### src/rtl/wdt_consts.svh
// Constants for the watchdog timer core: register map, fields, resets.
// Assumes a 32-bit register port with word-aligned byte addresses.
`ifndef WDT_CONSTS_SVH
`define WDT_CONSTS_SVH
`define WDT_LF_HZ        31000
`define WDT_TICK_MS      1
`define WDT_PRESC_MAX    5'h1e
`define WDT_CNT_W        18
`define WDT_PS_MAX       5'h12
`define WDT_PS_DEFAULT   5'h0b
`define WDT_ADDR_CTRL    8'h00
`define WDT_ADDR_STATUS  8'h04
`define WDT_ADDR_IRQ_STS 8'h08
`define WDT_ADDR_IRQ_MSK 8'h0c
`define WDT_ADDR_COUNT   8'h10
`define WDT_CTRL_SWEN    0
`define WDT_CTRL_PS_LO   1
`define WDT_CTRL_PS_HI   5
`define WDT_IRQ_W        2
`define WDT_IRQ_RST      0
`define WDT_IRQ_WAKE     1
`endif

### src/rtl/wdt_pkg.sv
// Types for the watchdog timer core.
// Assumes nothing beyond the constants header.
package wdt_pkg;
	typedef enum logic [1:0] {
		MODE_OFF     = 2'b00,
		MODE_SW      = 2'b01,
		MODE_NOSLEEP = 2'b10,
		MODE_ON      = 2'b11
	} wdt_mode_t;
endpackage

### src/rtl/watchdog_timer_core.sv
// Watchdog timer core with a plain register port and interrupt output.
// Assumes core-side inputs are on core_clk; the low-frequency oscillator
// arrives as an asynchronous pin and is synchronised here.
//
// The register offsets and strobed register access are this design's own decisions.
`include "wdt_consts.svh"

module watchdog_timer_core (
	// Clock and reset
	input  wire logic        core_clk,
	input  wire logic        reset,
	// Low-frequency oscillator pin
	input  wire logic        low_freq_internal_osc,
	// Configuration and core status
	input  wire logic [1:0]  watchdog_mode_config,
	input  wire logic        clear_watchdog_instruction,
	input  wire logic        core_asleep,
	input  wire logic        osc_fail,
	input  wire logic        oscillator_startup_timer,
	// Register port
	input  wire logic [7:0]  reg_addr,
	input  wire logic [31:0] reg_wdata,
	input  wire logic        reg_wr,
	input  wire logic        reg_rd,
	output logic      [31:0] reg_rdata,
	// Events and flags
	output logic             reset_request,
	output logic             wake_request,
	output logic             timeout_status_flag,
	output logic             sleep_entry_flag,
	output logic             watchdog_active,
	output logic             irq
);

	localparam int CW = `WDT_CNT_W;

	logic [2:0]              lf_sync_r;
	logic [4:0]              presc_r;
	logic                    tick;
	logic                    lf_rise;
	logic [CW-1:0]           count_r;
	logic                    asleep_r;
	logic                    sleep_enter;
	logic                    sleep_exit;
	logic                    software_watchdog_enable;
	logic [4:0]              timeout_period_select;
	logic                    enabled;
	logic                    clr;
	logic                    timeout;
	logic [`WDT_IRQ_W-1:0]   irq_sts_r;
	logic [`WDT_IRQ_W-1:0]   irq_msk_r;
	logic [`WDT_IRQ_W-1:0]   irq_set;
	logic [31:0]             rd_nxt;
	logic                    wr_ctrl;

	// Time-out limit in base ticks for a period-select value
	function automatic logic [CW-1:0] period_limit(input logic [4:0] ps);
		logic [4:0] p;
		p = (ps > `WDT_PS_MAX) ? `WDT_PS_MAX : ps;
		period_limit = CW'((19'h00001 << p) - 19'h00001);
	endfunction

	// Active state from mode, software enable and sleep
	function automatic logic mode_active(input logic [1:0] m,
		input logic swen, input logic slp);
		case (wdt_pkg::wdt_mode_t'(m))
			wdt_pkg::MODE_ON:      mode_active = 1'b1;
			wdt_pkg::MODE_NOSLEEP: mode_active = !slp;
			wdt_pkg::MODE_SW:      mode_active = swen;
			wdt_pkg::MODE_OFF:     mode_active = 1'b0;
			default:               mode_active = 1'b0;
		endcase
	endfunction

	// Oscillator pin crossing; only stages 1 and 2 feed the edge detect
	always_ff @(posedge core_clk) begin
		if (reset) begin
			lf_sync_r <= 3'h0;
		end else begin
			lf_sync_r <= {lf_sync_r[1:0], low_freq_internal_osc};
		end
	end
	assign lf_rise = lf_sync_r[1] && !lf_sync_r[2];

	// 31 oscillator edges make one base tick
	assign tick = lf_rise && (presc_r == `WDT_PRESC_MAX);

	always_ff @(posedge core_clk) begin
		if (reset || clr) begin
			presc_r <= 5'h00;
		end else if (lf_rise) begin
			presc_r <= tick ? 5'h00 : presc_r + 5'h01;
		end
	end

	// Sleep edges
	always_ff @(posedge core_clk) begin
		if (reset) begin
			asleep_r <= 1'b0;
		end else begin
			asleep_r <= core_asleep;
		end
	end
	assign sleep_enter = core_asleep && !asleep_r;
	assign sleep_exit  = !core_asleep && asleep_r;

	assign enabled = mode_active(watchdog_mode_config,
		software_watchdog_enable, core_asleep);

	assign clr = clear_watchdog_instruction || sleep_enter || sleep_exit ||
		osc_fail || oscillator_startup_timer || !enabled;

	assign timeout = enabled && !clr && tick &&
		(count_r == period_limit(timeout_period_select));

	// Counter
	always_ff @(posedge core_clk) begin
		if (reset || clr || timeout) begin
			count_r <= '0;
		end else if (tick) begin
			count_r <= count_r + CW'(1);
		end
	end

	// Control register
	assign wr_ctrl = reg_wr && (reg_addr == `WDT_ADDR_CTRL);

	always_ff @(posedge core_clk) begin
		if (reset) begin
			software_watchdog_enable <= 1'b0;
			timeout_period_select    <= `WDT_PS_DEFAULT;
		end else if (wr_ctrl) begin
			software_watchdog_enable <= reg_wdata[`WDT_CTRL_SWEN];
			timeout_period_select    <=
				reg_wdata[`WDT_CTRL_PS_HI:`WDT_CTRL_PS_LO];
		end
	end

	// Reset or wake request for one cycle
	always_ff @(posedge core_clk) begin
		if (reset) begin
			reset_request <= 1'b0;
			wake_request  <= 1'b0;
		end else begin
			reset_request <= timeout && !core_asleep;
			wake_request  <= timeout && core_asleep;
		end
	end

	// Status flags; the clear instruction clears them, an event wins
	always_ff @(posedge core_clk) begin
		if (reset) begin
			timeout_status_flag <= 1'b0;
			sleep_entry_flag    <= 1'b0;
		end else begin
			if (timeout) begin
				timeout_status_flag <= 1'b1;
			end else if (clear_watchdog_instruction) begin
				timeout_status_flag <= 1'b0;
			end
			if (sleep_enter || (timeout && core_asleep)) begin
				sleep_entry_flag <= 1'b1;
			end else if (clear_watchdog_instruction) begin
				sleep_entry_flag <= 1'b0;
			end
		end
	end

	always_ff @(posedge core_clk) begin
		if (reset) begin
			watchdog_active <= 1'b0;
		end else begin
			watchdog_active <= enabled;
		end
	end

	// Interrupt status, write one to clear; a new event wins
	assign irq_set = {timeout && core_asleep, timeout && !core_asleep};

	always_ff @(posedge core_clk) begin
		if (reset) begin
			irq_sts_r <= '0;
		end else if (reg_wr && reg_addr == `WDT_ADDR_IRQ_STS) begin
			irq_sts_r <= (irq_sts_r & ~reg_wdata[`WDT_IRQ_W-1:0]) | irq_set;
		end else begin
			irq_sts_r <= irq_sts_r | irq_set;
		end
	end

	always_ff @(posedge core_clk) begin
		if (reset) begin
			irq_msk_r <= '0;
		end else if (reg_wr && reg_addr == `WDT_ADDR_IRQ_MSK) begin
			irq_msk_r <= reg_wdata[`WDT_IRQ_W-1:0];
		end
	end

	always_ff @(posedge core_clk) begin
		if (reset) begin
			irq <= 1'b0;
		end else begin
			irq <= |(irq_sts_r & irq_msk_r);
		end
	end

	// Read mux; unmapped addresses read zero
	always_comb begin
		rd_nxt = 32'h0000_0000;
		case (reg_addr)
			`WDT_ADDR_CTRL: begin
				rd_nxt[`WDT_CTRL_SWEN] = software_watchdog_enable;
				rd_nxt[`WDT_CTRL_PS_HI:`WDT_CTRL_PS_LO] =
					timeout_period_select;
			end
			`WDT_ADDR_STATUS: begin
				rd_nxt[3:0] = {watchdog_active, watchdog_mode_config[0],
					sleep_entry_flag, timeout_status_flag};
				rd_nxt[5:4] = watchdog_mode_config;
			end
			`WDT_ADDR_IRQ_STS: rd_nxt[`WDT_IRQ_W-1:0] = irq_sts_r;
			`WDT_ADDR_IRQ_MSK: rd_nxt[`WDT_IRQ_W-1:0] = irq_msk_r;
			`WDT_ADDR_COUNT:   rd_nxt[CW-1:0] = count_r;
			default:           rd_nxt = 32'h0000_0000;
		endcase
	end

	always_ff @(posedge core_clk) begin
		if (reset) begin
			reg_rdata <= 32'h0000_0000;
		end else if (reg_rd) begin
			reg_rdata <= rd_nxt;
		end else begin
			reg_rdata <= 32'h0000_0000;
		end
	end
endmodule

### config.mk
export PLATFORM = sky130hd
export DESIGN_NAME = watchdog_timer_core
export DESIGN_NICKNAME = d
export VERILOG_FILES = /design/src/rtl/wdt_pkg.sv /design/src/rtl/watchdog_timer_core.sv
export VERILOG_INCLUDE_DIRS = /design/src /design/src/rtl
export SDC_FILE = /design/constraint.sdc
export NUM_CORES = 1
export LEC_CHECK = 0
export BUFFER_PORTS_ARGS = -buffer_cell sky130_fd_sc_hd__clkbuf_2
export CAP_MARGIN = 40
export CORE_MARGIN = 2
export CORE_UTILIZATION = 40
export DETAILED_ROUTE_END_ITERATION = 7
export PLACE_DENSITY = 0.74
export SLEW_MARGIN = 20
export SYNTH_ARGS = -nofsm -noshare
export SYNTH_HDL_FRONTEND = slang
export SYNTH_SLANG_ARGS = --single-unit
### constraint.sdc
create_clock -name core_clk -period 3 [get_ports core_clk]
set_input_delay 0.45 -clock core_clk [delete_from_list [all_inputs] [get_ports core_clk]]
set_output_delay 0.45 -clock core_clk [all_outputs]
set_load 0.005 [all_outputs]
==> Yosys cells after proc, flatten, opt, wreduce, memory -nomap -nowiden <==
Index checks and enable logic that the tools add are counted.
{ "totals": {"register_bits": 75} }
{ "op_classes": {"n_addsub": 3, "n_eq_ne": 9, "n_reduce_logical": 32, "n_shift": 1, "n_lt_le_gt_ge": 1, "n_bitwise": 7, "muxes": 9} }
{ "op_table": {"columns": ["cell", "count"], "rows": [
  ["$add A18 B1 Y18 const B", 1],
  ["$eq A18 B18 Y1", 1],
  ["$shl A1 B5 Y18 const A", 1],
  ["$sub A18 B1 Y18 const B", 1],
  ["$eq A8 B4 Y1 const B", 2],
  ["$logic_and A1 B1 Y1", 12],
  ["$pmux W4 S3", 1],
  ["$mux W5", 2],
  ["$pmux W2 S5", 1],
  ["$eq A8 B3 Y1 const B", 1],
  ["$eq A8 B5 Y1 const B", 1],
  ["$logic_not A8 Y1", 1],
  ["$logic_or A1 B1 Y1", 8],
  ["$add A5 B1 Y5 const B", 1],
  ["$eq A5 B5 Y1 const B", 1],
  ["$gt A5 B5 Y1 const B", 1],
  ["$logic_not A1 Y1", 5],
  ["$and A2 B2 Y2", 2],
  ["$eq A2 B2 Y1 const B", 2],
  ["$or A2 B2 Y2", 2],
  ["$pmux W1 S4", 1],
  ["$reduce_bool A2 Y1", 2],
  ["$reduce_or A2 Y1", 2],
  ["$mux W1", 3],
  ["other kinds (6)", 7]
]} }

==> Logic depth before layout (Yosys ltp) <==
{ "depth": {"ltp_word": 14, "depth_mapped": 15} }

==> Worst setup path before layout <==
OpenSTA, ideal clock, no wires.
{ "synth_timing": {"kind": "register to register", "from": "register timeout_period_select[3]", "to": "register count_r[10]", "arrival_ns": 2.901, "required_time_ns": 2.868, "path_slack_ns": -0.033, "stages_incl_launch_ff": 14, "period_less_slack_ns": 3.033, "cell_sequence": "dfxtp_1 > buf_6 > buf_2 > buf_2 > nor3_1 > nand3_1 > ha_1 > buf_2 > or4_1 > a31o_1 > a221oi_1 > and4_1 > buf_4 > nor3_1"} }
{ "synth_via": {"elab_chain_len": 7} }
{ "synth_rtl": {"columns": ["element", "line_no", "source"], "rows": [
  ["from (decl)", "watchdog_timer_core.sv:46", "logic [4:0] timeout_period_select;"],
  ["from (signal assigned)", "watchdog_timer_core.sv:131", "timeout_period_select <= `WDT_PS_DEFAULT;"],
  ["from (signal assigned)", "watchdog_timer_core.sv:134", "timeout_period_select <="],
  ["$gt A5 B5 Y1 (no source line)", null, null],
  ["$mux W5 *", "watchdog_timer_core.sv:59", "p = (ps > `WDT_PS_MAX) ? `WDT_PS_MAX : ps;"],
  ["$shl A1 B5 Y18 *", "watchdog_timer_core.sv:60", "period_limit = CW'((19'h00001 << p) - 19'h00001);"],
  ["$sub A18 B1 Y18 *", "watchdog_timer_core.sv:60", null],
  ["$eq A18 B18 Y1 *", "watchdog_timer_core.sv:114", "(count_r == period_limit(timeout_period_select));"],
  ["$logic_and A1 B1 Y1 *", "watchdog_timer_core.sv:113", "assign timeout = enabled && !clr && tick &&"],
  ["$logic_or A1 B1 Y1 *", "watchdog_timer_core.sv:118", "if (reset || clr || timeout) begin"],
  ["to (signal assigned)", "watchdog_timer_core.sv:121", "count_r <= count_r + CW'(1);"],
  ["to (decl)", "watchdog_timer_core.sv:41", "logic [CW-1:0] count_r;"]
]} }
Mark *: on every way between the ends. The rest lies on a longest branch, timed or not.
A chain may end at the register's enable or synchronous reset.

==> Worst setup path in the final report <==
{ "layout_timing": {"from": "register timeout_period_select[2]", "to": "register count_r[16]"} }
The elaborated chain is that of the path after synthesis.

==> metrics <==
Die Y-Extent=97.62 um; reported leakage power=1.457 nW; most repeated cell in the gate-level netlist after synthesis=dfxtp_1; maximum net fanout on the critical path=20; count of pins over their slew limit=0; total area of sequential cells=1222 um^2; CP delay by family, top=simple AND/OR/NAND/NOR gates; highest cell delay on the worst timing path=410 ps; Most used DFF post-synth=dfxtp_1; critical path data required time=3210 ps; type of the worst min-delay path=input port to flip-flop; Setup Viol. Count Final=0; ANT nets after route=0; final-layout setup total negative slack=0 ps; share of the synthesized area in the top cell type=34.83%; worst path cell trace=nor3_2 -> nand3_1 -> ha_2 -> or4_1 -> a21oi_1 -> o32ai_1 -> nor4_2 -> and4_1 -> buf_12 -> nor3_1; half-perimeter wire length of the detailed placement result=6032 um; largest net degree at the start of global routing=30; number of antenna violations at the first check in global routing=0; violation count after the first detailed-routing iteration=167; Final nets=513; average wire per cell in the routed design=14.76 um; area of the multi-input gates=2032 um^2; count of flip-flops with a built-in enable after synthesis=0; count of distinct cell types in the synthesized netlist=62; I/O pin count=89; cell count after synthesis=418; leading cell types by total area after synthesis=dfxtp_1, nor3_1, xnor2_1, nor2_1, buf_4; power density relative to cell area=387.5 nW/um^2; fraction of layout cells with a size suffix above 1=20.30%; number of max-capacitance violations reported=0; Final Hold Viols=0; hold-fix buffers at CTS=0; flip-flop and latch count after synthesis=61; Setup crit end kind=flip-flop; internal portion of total power=1.180 mW; clock tree root buffer cell=clkbuf_8; Area Overhead vs Synth=12.81%; drc violations=0; Clk pwr share=42.6%; relative contribution of sequential cells to total power=53.3%; critical path arrival=2950 ps; start-to-end type of the worst setup path=flip-flop to flip-flop; register area share after synthesis=34.83%; final wirelength=8428 um; Clock Latency Late Sink=340 ps; die footprint=9530 um^2; Sinks on Clock Net=61; Final min period=2733 ps; vias per std cell=5.557; CTS buffer count=9; Placer Congestion=0.9432; total design power=1.533 mW; clock buffer depth=2; wire length of the first global-routing pass=14210 um; netlist area before placement=3506 um^2; overall fraction of global-route tracks in use=18.29%; reported net switching power=352.3 uW; Tcrit/Tclk final=91.09%; Warnings, synthesis=0; via count of the first global-routing pass=2954; fmax=365.9 MHz; number of buffers added on ports=48; Placement Rows=34; Startpoint Class=flip-flop; top cells by instance count after synthesis=dfxtp_1, nor3_1, nor2_1; width of the die=97.62 um; worst path buffer plus inverter count=1; clock edge transition at the registers on the reported setup and hold paths=70 ps; cell with the largest stage delay on the worst path=or4_1; H-tree depth reported by CTS=3; proportion of total power due to net switching=22.99%; placeable core region=8593 um^2; starting utilization of the core area=40.80%; unrepaired setup endpoints after global routing=false; cell taking the most area after synthesis=dfxtp_1; total inserted antenna cells=0; detailed-routing iteration count for the pre-antenna-repair pass=5; TritonCTS clock tree=yes; total number of vias=3173; overflow left after global routing=0; fraction of registers with async set or reset after synthesis=0%; synthesized area per cell=8.387 um^2; part of the power in combinational logic=4.1%; setup skew after layout=12.46 ps; number of inserted filler cells in the final layout=874; worst-case vdd ir drop=0.3105 mV; run status=finished, final reports clean
[worst paths after layout]
| path | start | end | slack (ps) | cells after the start |
|---|---|---|---|---|
| setup / recovery | timeout_period_select[2] | count_r[16] | 270 | 10 |
| hold / removal | low_freq_internal_osc | lf_sync_r[0] | 330 | 2 |
| setup reg to reg | timeout_period_select[2] | count_r[16] | 270 | 10 |
| hold reg to reg | lf_sync_r[0] | lf_sync_r[1] | 440 | 1 |
[what timing repair did]
item / in CTS / in global routing
setup buffers: 0 / 0
resized for setup: 0 / 5
endpoints found under the setup margin: 0 / 24
[flip-flops by register name, summed over array words and instances (netlist names)]
signal and cells:
timeout_status_flag 1, asleep_r 1, presc_r 5, count_r 18
software_watchdog_enable 1, irq_sts_r 2, watchdog_active 1, wake_request 1
irq_msk_r 2, reg_rdata 18, irq 1, timeout_period_select 5
lf_sync_r 3, sleep_entry_flag 1, reset_request 1
[cell type report]
| class | instances | share of cell area (%) |
|---|---|---|
| Clock buffer | 12 | 3.923 |
| Sequential cell | 61 | 30.91 |
| Clock inverter | 4 | 0.5694 |
| Timing Repair Buffer | 60 | 8.668 |
| Tap cell | 108 | 3.417 |
| Multi-Input combinational cell | 314 | 51.38 |
| Inverter | 12 | 1.139 |
[metrics by stage]
step / setup WS, ps / cells / util [%] / area (um^2) / hold WS (ps)
after floorplan: 52.15 / 431 / - / 3560 / 413.8
after CTS: 111.2 / 571 / 45.76 / 3933 / 306.4
after global routing: 9.132 / 571 / 46.03 / 3955 / 330.8
after detailed placement: 127.7 / 555 / 43.70 / 3755 / 425.5
final: 267.2 / 571 / 46.03 / 3955 / 325.2
after global placement: 191.2 / 555 / 43.70 / 3755 / 419.7
[placed cells by master, fill, tap and decap left out, types with 8 or more instances in the layout]
cell,n
nand3_1,18
o21ai_0,10
clkbuf_2,48
dfxtp_1,60
nand2_1,27
and2_1,8
clkbuf_8,11
a21oi_1,15
nor2b_1,10
mux2i_1,11
nand4_1,8
xnor2_1,18
nand2b_1,8
conb_1,14
nor2_1,33
buf_4,11
nor3_1,40
inv_1,12
[routing by layer]
layer | up-vias | routed length (um) | global-route usage (%) | part of all wire (%)
li1 | 1552 | - | - | -
met1 | 1493 | 3845 | 24.40 | 46
met2 | 120 | 3851 | 28.81 | 46
met3 | 8 | 628 | 4.173 | 7.5
met4 | 0 | 103 | 6.944 | 1.2
met5 | - | 0 | 0 | 0
[power by group through the flow]
stage                     Sequential (mW)  Clock (mW)  Combinational [mW]
after global placement              0.835           0              0.0611
after floorplan                     0.835           0              0.0480
after CTS                           0.817       0.670              0.0624
after detailed placement            0.835           0              0.0622
after global routing                0.817       0.701              0.0703
final                               0.817       0.653              0.0626
[kinds of logic after synthesis]
group | after synthesis | synth area share [%]
buffers and inverters | 56 | 9.350
xor gates and xnor gates | 26 | 6.888
AOI/OAI and AO/OA | 66 | 13.56
adders and majority gates | 4 | 1.428
other | 1 | 0.1070
muxes | 14 | 4.747
DFF | 61 | 34.83
and+or+nand+nor | 190 | 29.09
No activity file was read; power rests on OpenSTA's default activity.
